`config.mk`:
```
export PLATFORM = sky130hd
export DESIGN_NAME = dual_channel_adc_serial_sequencer
export DESIGN_NICKNAME = d
export VERILOG_FILES = /design/src/rtl/adc_seq_pkg.sv /design/src/rtl/dual_channel_adc_serial_sequencer.sv
export SDC_FILE = /design/constraint.sdc
export NUM_CORES = 1
export LEC_CHECK = 0
export ABC_AREA = 0
export BUFFER_PORTS_ARGS = -buffer_cell sky130_fd_sc_hd__buf_2
export CORE_MARGIN = 2
export CORE_UTILIZATION = 60
export DETAILED_ROUTE_END_ITERATION = 16
export GPL_TIMING_DRIVEN = 1
export MAX_ROUTING_LAYER = met4
export PLACE_DENSITY = 0.88
export SLEW_MARGIN = 20
export SYNTH_ARGS = -nofsm -noshare
export SYNTH_HDL_FRONTEND = slang
export SYNTH_SLANG_ARGS = --single-unit
```
`constraint.sdc`:
```
create_clock -name clock -period 6.2 [get_ports clock]
set_input_delay 0.62 -clock clock [delete_from_list [all_inputs] [get_ports clock]]
set_output_delay 0.62 -clock clock [all_outputs]
set_load 0.02 [all_outputs]
```
`src/rtl/adc_seq_pkg.sv`:
```
// package: constants and carriers of the serial converter frame sequencer
package adc_seq_pkg;

  // slot framing, counted in internal serial clock edges
  localparam int SLOT_CLOCKS = 16;
  localparam int CNT_W = 5;
  localparam logic [CNT_W-1:0] CNT_ZERO = 5'h00;
  localparam logic [CNT_W-1:0] CNT_ONE = 5'h01;
  localparam logic [CNT_W-1:0] FIRST_FALL = 5'h01;
  localparam logic [CNT_W-1:0] HOLD_FALL = 5'h04;
  localparam logic [CNT_W-1:0] SLOT_LAST_FALL = 5'h10;
  localparam logic [CNT_W-1:0] SLOT_LAST_RISE = 5'h10;
  localparam logic [CNT_W-1:0] CTRL_LAST_RISE = 5'h08;
  // msb is driven after the 5th fall, so the host reads it on rise 5;
  // this also leaves the core a whole clock after hold entry to deliver
  localparam logic [CNT_W-1:0] MSB_FALL = 5'h05;

  // result and control word layout
  localparam int RESULT_BITS = 10;
  localparam int CTRL_BITS = 8;
  localparam int CHAN_SEL_BIT0 = 3;
  localparam int CHAN_SEL_BIT1 = 4;
  localparam int CHAN_SEL_BIT2 = 5;
  localparam logic [CTRL_BITS-1:0] CTRL_RESET = 8'h00;
  localparam logic CHAN_RESET = 1'h0;
  localparam logic [CNT_W-1:0] RESULT_LAST_FALL = 5'h0E;

  // pin input synchroniser depth
  localparam int SYNC_STAGES = 3;

  // slot phase, gray coded along idle, track, hold, gap
  typedef enum logic [1:0] {
    PH_IDLE = 2'b00,
    PH_TRACK = 2'b01,
    PH_HOLD = 2'b11,
    PH_GAP = 2'b10
  } phase_e;

  // the three serial input pins travel together
  typedef struct packed {
    logic frame_n;
    logic sclk;
    logic sdin;
  } pins_s;

  localparam pins_s PINS_IDLE = 3'h4;

  // one conversion result from the analog core
  typedef struct packed {
    logic [RESULT_BITS-1:0] code;
  } conv_word_s;

  localparam conv_word_s WORD_ZERO = 10'h000;

endpackage

```
`src/rtl/dual_channel_adc_serial_sequencer.sv`:
```
// serial frame sequencer of a two-input converter: pins, slot timing, result shift-out
module dual_channel_adc_serial_sequencer
  import adc_seq_pkg::*;
#(
  parameter int BUF_DEPTH = 2
) (
  // system
  input wire logic clock,
  input wire logic sys_rst,
  // serial pins
  input wire logic frame_sel_n,
  input wire logic serial_clk,
  input wire logic serial_in,
  output logic serial_out,
  output logic serial_out_oe_n,
  // analog core control
  output logic track_en,
  output logic track_chan_b,
  output logic power_down,
  output logic sample_req,
  output logic sample_chan_b,
  // conversion results from the analog core
  input wire logic conv_valid,
  input wire conv_word_s conv_word,
  output logic conv_ready
);

  localparam int PTR_W = (BUF_DEPTH > 1) ? $clog2(BUF_DEPTH) : 1;
  localparam logic [PTR_W:0] DEPTH_CNT = (PTR_W + 1)'(BUF_DEPTH);
  localparam logic [PTR_W:0] FILL_ZERO = '0;
  localparam logic [PTR_W-1:0] PTR_LAST = PTR_W'(BUF_DEPTH - 1);

  // pointer wrap logic serves power-of-two depths of two or more
  generate
    if (BUF_DEPTH < 2 || (BUF_DEPTH & (BUF_DEPTH - 1)) != 0) begin : g_bad_depth
      $error("BUF_DEPTH must be a power of two, at least 2");
    end
  endgenerate

  // result bit for the clock that follows fall number cnt
  function automatic logic result_bit(
    input logic [CNT_W-1:0] cnt,
    input logic loaded,
    input conv_word_s word
  );
    logic [CNT_W-1:0] idx;
    idx = cnt - MSB_FALL;
    result_bit = 1'b0;
    if (loaded && cnt >= MSB_FALL && cnt <= RESULT_LAST_FALL) begin
      result_bit = word.code[RESULT_BITS - 1 - int'(idx)];
    end
  endfunction

  // ---------------- pin synchronisers ----------------
  pins_s sync1_reg;
  pins_s sync2_reg;
  pins_s sync3_reg;
  pins_s filt_reg;
  pins_s filt_next;
  pins_s filt_d_reg;
  pins_s agree;

  // three stages; a level counts once stages two and three agree
  assign agree = ~(sync2_reg ^ sync3_reg);
  assign filt_next = (sync3_reg & agree) | (filt_reg & ~agree);

  always_ff @(posedge clock) begin
    if (sys_rst) begin
      sync1_reg <= PINS_IDLE;
      sync2_reg <= PINS_IDLE;
      sync3_reg <= PINS_IDLE;
    end else begin
      sync1_reg <= '{frame_n: frame_sel_n, sclk: serial_clk, sdin: serial_in};
      sync2_reg <= sync1_reg;
      sync3_reg <= sync2_reg;
    end
  end

  // filtered level and its previous value for edge finding
  always_ff @(posedge clock) begin
    if (sys_rst) begin
      filt_reg <= PINS_IDLE;
      filt_d_reg <= PINS_IDLE;
    end else begin
      filt_reg <= filt_next;
      filt_d_reg <= filt_reg;
    end
  end

  // ---------------- internal serial clock ----------------
  logic frame;
  logic frame_fall;
  logic sclk_fall;
  logic sclk_rise;
  logic int_fall;
  logic int_rise;

  assign frame = ~filt_reg.frame_n;
  assign frame_fall = filt_d_reg.frame_n & ~filt_reg.frame_n;
  assign sclk_fall = filt_d_reg.sclk & ~filt_reg.sclk;
  assign sclk_rise = ~filt_d_reg.sclk & filt_reg.sclk;
  // gated: no edge counts outside a frame
  assign int_rise = frame & sclk_rise;
  // clock resting low: the select fall itself is the first fall
  assign int_fall = (frame & sclk_fall) | (frame_fall & ~filt_reg.sclk);

  // ---------------- slot counters ----------------
  logic [CNT_W-1:0] fall_cnt_reg;
  logic [CNT_W-1:0] fall_cnt_next;
  logic [CNT_W-1:0] rise_cnt_reg;
  logic [CNT_W-1:0] rise_cnt_next;
  logic slot_start;

  // a fall after the 16th (or the first of a frame) opens a new slot
  assign slot_start = int_fall & (fall_cnt_reg == CNT_ZERO || fall_cnt_reg == SLOT_LAST_FALL);
  assign fall_cnt_next = !frame ? CNT_ZERO :
                         slot_start ? FIRST_FALL :
                         int_fall ? fall_cnt_reg + CNT_ONE : fall_cnt_reg;
  // rises restart at each slot; stray extra rises saturate at 16
  assign rise_cnt_next = (!frame || slot_start) ? CNT_ZERO :
                         (int_rise && rise_cnt_reg != SLOT_LAST_RISE) ? rise_cnt_reg + CNT_ONE :
                         rise_cnt_reg;

  always_ff @(posedge clock) begin
    if (sys_rst) begin
      fall_cnt_reg <= CNT_ZERO;
      rise_cnt_reg <= CNT_ZERO;
    end else begin
      fall_cnt_reg <= fall_cnt_next;
      rise_cnt_reg <= rise_cnt_next;
    end
  end

  // ---------------- slot phase ----------------
  phase_e phase_reg;
  phase_e phase_next;

  // a partial slot is abandoned as soon as select rises
  always_comb begin
    phase_next = phase_reg;
    if (!frame) begin
      phase_next = PH_IDLE;
    end else if (int_fall) begin
      unique case (fall_cnt_next)
        FIRST_FALL: phase_next = PH_TRACK;
        HOLD_FALL: phase_next = PH_HOLD;
        SLOT_LAST_FALL: phase_next = PH_GAP;
        default: phase_next = phase_reg;
      endcase
    end
  end

  always_ff @(posedge clock) begin
    if (sys_rst) begin
      phase_reg <= PH_IDLE;
    end else begin
      phase_reg <= phase_next;
    end
  end

  // ---------------- control word capture ----------------
  logic [CTRL_BITS-1:0] ctrl_shift_reg;
  logic [CTRL_BITS-1:0] ctrl_shift_next;
  logic [CTRL_BITS-1:0] next_channel_control_word_reg;
  logic ctrl_take;
  logic ctrl_done;
  logic chan_pending;
  logic active_chan_reg;

  // only the first eight rises of a slot shift, msb first
  assign ctrl_take = int_rise & (rise_cnt_reg < CTRL_LAST_RISE);
  assign ctrl_done = ctrl_take & (rise_cnt_next == CTRL_LAST_RISE);
  assign ctrl_shift_next = {ctrl_shift_reg[CTRL_BITS-2:0], filt_reg.sdin};
  // bit 4 set is illegal, so bit 3 alone picks the input;
  // bits 7, 6, 5 and 2 to 0 are never looked at
  assign chan_pending = next_channel_control_word_reg[CHAN_SEL_BIT0];

  always_ff @(posedge clock) begin
    if (sys_rst) begin
      ctrl_shift_reg <= CTRL_RESET;
    end else if (ctrl_take) begin
      ctrl_shift_reg <= ctrl_shift_next;
    end
  end

  // whole word kept until the eighth rise of a later slot replaces it, across frames too
  always_ff @(posedge clock) begin
    if (sys_rst) begin
      next_channel_control_word_reg <= CTRL_RESET;
    end else if (ctrl_done) begin
      next_channel_control_word_reg <= ctrl_shift_next;
    end
  end

  // choice made in one slot steers the following one
  always_ff @(posedge clock) begin
    if (sys_rst) begin
      active_chan_reg <= CHAN_RESET;
    end else if (frame && slot_start) begin
      active_chan_reg <= chan_pending;
    end
  end

  // ---------------- analog core control ----------------
  logic hold_entry;

  assign hold_entry = frame & int_fall & (fall_cnt_next == HOLD_FALL) & ~slot_start;

  // registered so the core sees clean levels
  always_ff @(posedge clock) begin
    if (sys_rst) begin
      track_en <= 1'b0;
      power_down <= 1'b1;
      sample_req <= 1'b0;
    end else begin
      track_en <= (phase_next == PH_TRACK);
      power_down <= (phase_next == PH_IDLE) || (phase_next == PH_GAP);
      sample_req <= hold_entry;
    end
  end

  // channel goes out with the track phase and with the sample pulse
  always_ff @(posedge clock) begin
    if (sys_rst) begin
      track_chan_b <= CHAN_RESET;
      sample_chan_b <= CHAN_RESET;
    end else begin
      track_chan_b <= (frame && slot_start) ? chan_pending : active_chan_reg;
      sample_chan_b <= hold_entry ? active_chan_reg : sample_chan_b;
    end
  end

  // ---------------- two-entry result buffer ----------------
  conv_word_s buf_mem [BUF_DEPTH];
  logic [PTR_W-1:0] wr_ptr_reg;
  logic [PTR_W-1:0] rd_ptr_reg;
  logic [PTR_W:0] fill_reg;
  logic buf_push;
  logic buf_pop;
  logic buf_empty;
  logic want_word;
  logic res_loaded_reg;

  // the core stalls while both entries hold unread words
  assign conv_ready = (fill_reg != DEPTH_CNT);
  assign buf_empty = (fill_reg == FILL_ZERO);
  assign buf_push = conv_valid & conv_ready;
  assign want_word = frame & (phase_reg == PH_HOLD) & ~res_loaded_reg;
  assign buf_pop = want_word & ~buf_empty;

  always_ff @(posedge clock) begin
    if (buf_push) begin
      buf_mem[wr_ptr_reg] <= conv_word;
    end
  end

  always_ff @(posedge clock) begin
    if (sys_rst) begin
      wr_ptr_reg <= '0;
      rd_ptr_reg <= '0;
      fill_reg <= FILL_ZERO;
    end else begin
      wr_ptr_reg <= buf_push ? ((wr_ptr_reg == PTR_LAST) ? '0 : wr_ptr_reg + 1'b1) : wr_ptr_reg;
      rd_ptr_reg <= buf_pop ? ((rd_ptr_reg == PTR_LAST) ? '0 : rd_ptr_reg + 1'b1) : rd_ptr_reg;
      fill_reg <= fill_reg + (PTR_W + 1)'(buf_push) - (PTR_W + 1)'(buf_pop);
    end
  end

  // ---------------- result shift-out ----------------
  conv_word_s res_reg;
  logic dout_next;

  // one word per slot; dropped when the slot ends or select rises
  always_ff @(posedge clock) begin
    if (sys_rst) begin
      res_reg <= WORD_ZERO;
      res_loaded_reg <= 1'b0;
    end else if (!frame || slot_start) begin
      res_loaded_reg <= 1'b0;
    end else if (buf_pop) begin
      res_reg <= buf_mem[rd_ptr_reg];
      res_loaded_reg <= 1'b1;
    end
  end

  // bit index follows the fall count, so the pin only moves after falls;
  // zeros lead and trail the ten result bits
  assign dout_next = frame & result_bit(fall_cnt_reg, res_loaded_reg, res_reg);

  // select high releases the pin, select low drives it
  always_ff @(posedge clock) begin
    if (sys_rst) begin
      serial_out <= 1'b0;
      serial_out_oe_n <= 1'b1;
    end else begin
      serial_out <= dout_next;
      serial_out_oe_n <= filt_reg.frame_n;
    end
  end

endmodule

```
==> impl_metrics.py <==
metrics = {
    "status": {
        "status": "completed",
    },
    "global_route": {
        "antenna_found_initial": 0,
        "grt_max_degree": 37,
        "grt_pass1_wl_um": 9640,
        "overflow": 0,
        "grt_pass1_vias": 2076,
        "grt_use_total_pct": 21.5,
    },
    "placed_design": {
        "hpwl_um": 3690,
        "place_inst": 372,
        "gp_congestion": 0.907,
        "portBuffers": 23,
    },
    "timing": {
        "drv_slew": 0,
        "fin_skew_ns": 0.00809,
        "fmax_ghz": 0.377,
        "finalCriticalPeriod_ns": 2.65,
        "max-slew-margin-rel_pct": 46.4,
        "worst_pin_slew_ns": 0.801,
        "timing.final.crit_share_pct": 42.8,
        "rsz0062_at_grt": "false",
        "setup_viol": 0,
        "hold_viol": 0,
        "fin_setup_tns_ns": 0,
    },
    "route": {
        "wl_per_cell_um": 14.4,
        "final_antenna_net_count": 0,
        "first_pass_iters": 4,
        "vias": 2197,
        "avgViaCountPerCell": 5.66,
        "finalWirelength_um": 5600,
        "drtIter0Drc": 115,
        "drc_errors": 0,
    },
    "power": {
        "seq_power_share_pct": 55.7,
        "p_int_uw": 694,
        "pwr-share-comb_pct": 3.5,
        "p_leak_nw": 1.22,
        "power_density_nw_per_um2": 260,
        "power.net_switching_uw": 205,
        "clkPwrFrac_pct": 40.8,
        "sw_frac_of_total_pct": 22.8,
        "power_uw": 898,
        "vdd_drop_max_uv": 203,
    },
    "clock_network": {
        "clkTransAtPathRegs_ns": 0.08,
        "ctsResizeCount": 0,
        "htreeDepth": 3,
        "ctsHoldBuffers": 0,
        "tritoncts": "done",
        "clockBufferDepth": 2,
        "cts_inserted_buffers": 9,
        "cts.sinks": 71,
        "root_buffer": "clkbuf_8",
        "clkLatencyLatePin_ns": 0.34,
        "post_cts_buffers": 0,
    },
    "synthesis": {
        "syn-cell-area_um2": 3150,
        "synth_top_area_share_pct": 32.5,
        "synthesis.nets": 322,
        "ys_top_cells_by_count": "dfxtp_1, nor2_1, edfxtp_1",
        "synth_cell_types": 61,
        "ys_seq_area_share_pct": 51.6,
        "ys_seq_elements": 71,
        "yosysWarnings": 0,
        "yosysTopAreaCell": "dfxtp_1",
        "synth_cells": 296,
        "synth_flop_cell": "dfxtp_1",
        "synth.area.top_cells": "dfxtp_1, edfxtp_1, nor2_1, mux2i_1, ha_1",
        "synth_most_common_cell": "dfxtp_1",
        "synth_edf_count": 20,
        "ys_async_sr_fraction_pct": 0,
        "syn-mean-instance-area_um2": 10.6,
    },
    "die": {
        "io_pins": 24,
        "core_area_um2": 5070,
        "dieArea_um2": 5840,
        "die_w_um": 76.4,
        "die_h_um": 76.4,
        "rows": 26,
        "start_util_pct": 62.0,
    },
    "worst_setup_path": {
        "arrival_ns": 2.89,
        "worstSetupStartpoint": "fall_cnt_reg[0]",
        "critPathKind": "reg2reg",
        "cp-end-kind": "flop",
        "startpoint_type": "flop",
        "cp.required_ns": 6.44,
        "critPathMaxFanout": 12,
        "ff2ff_path_depth": 8,
        "worstReg2RegStart": "fall_cnt_reg[0]",
    },
    "cells_and_area": {
        "fin_cells": 388,
        "fin_util_pct": 68.0,
        "antenna_cells": 0,
        "multiInputGateArea_um2": 1400,
        "largest_reg_flops": 20,
        "regArea_um2": 1620,
        "nNetsFinal": 339,
        "fill_cells": 389,
        "layout-drive-gt1-share_pct": 17.9,
        "layout-area-overhead-vs-synth_pct": 9.79,
    },
    "job": {
        "drv_cap": 0,
    },
    "min_path": {
        "min_path_type": "reg2reg",
        "worstHoldPathCells": 1,
        "min-delay-start": "sync1_reg[2]",
    },
}
## power groups by stage
stage	Clock (mW)	Combinational [mW]	Sequential [mW]
after CTS	0.371	0.0320	0.500
after detailed placement	0	0.0309	0.510
after global placement	0	0.0297	0.509
final	0.367	0.0317	0.500
after floorplan	0	0.0212	0.508
after global routing	0.392	0.0359	0.502
## layout make-up
| cell class | count | share of cell area (%) |
|---|---|---|
| tap | 70 | 2.54 |
| multi-input combinational | 199 | 40.5 |
| timing repair buffer | 23 | 3.33 |
| inverter | 9 | 0.978 |
| sequential | 71 | 47.0 |
| clock inverter | 6 | 2.03 |
| clock buffer | 10 | 3.70 |
## placed cells by master, fill, tap and decap left out, types with 10 or more instances in the layout
master | netlist | final
a21oi_1 | 11 | 11
nand2_1 | 17 | 17
ha_1 | 10 | 10
buf_2 | 5 | 23
edfxtp_1 | 20 | 20
dfxtp_1 | 51 | 51
a211oi_1 | 12 | 12
mux2i_1 | 13 | 13
nor2_1 | 36 | 36
nor2b_1 | 13 | 12
## worst paths after layout
check | to | slack, ns
worst max-delay path | serial_out | 3.55
worst min-delay path | sync2_reg[2] | 0.41
worst max register to register | serial_out | 3.55
worst min register to register | sync2_reg[2] | 0.41
## through the flow
stage / area (um2) / worst slack [ns] / hold slack (ns)
6_report: 3450 / 3.55 / 0.409
3_3_place_gp: 3250 / 3.55 / 0.393
3_5_place_dp: 3250 / 3.35 / 0.394
5_1_grt: 3450 / 3.34 / 0.428
4_1_cts: 3450 / 3.32 / 0.406
2_1_floorplan: 3150 / 3.99 / 0.389
## critical path: stages (launching register included)
cell and delay (ns):
dfxtp_1 0.61, inv_1 0.22, ha_1 0.48, ha_1 0.27
xnor2_1 0.13, xnor2_1 0.31, mux2_2 0.38, nor2_1 0.09
nor3b_1 0.05
## routing by layer
| metal | vias to the layer above | global-route usage [%] | wire length, um |
|---|---|---|---|
| met5 | - | - | 0 |
| li1 | 1087 | - | - |
| met2 | 59 | 34.6 | 2730 |
| met3 | 15 | 5.81 | 232 |
| met4 | 0 | 9.09 | 127 |
| met1 | 1036 | 25.6 | 2510 |
## kinds of logic after synthesis
| family | after synthesis | synth area share (%) |
|---|---|---|
| AO/OA/AOI/OAI | 50 | 11.1 |
| AND/OR/NAND/NOR | 110 | 19.8 |
| buffers and inverters | 26 | 4.26 |
| multiplexers | 15 | 5.21 |
| flip-flops | 71 | 51.6 |
| adder cells (fa/ha/maj) | 10 | 3.98 |
| XOR/XNOR | 14 | 4.14 |
Note: power is estimated with default switching activity, not from simulation.
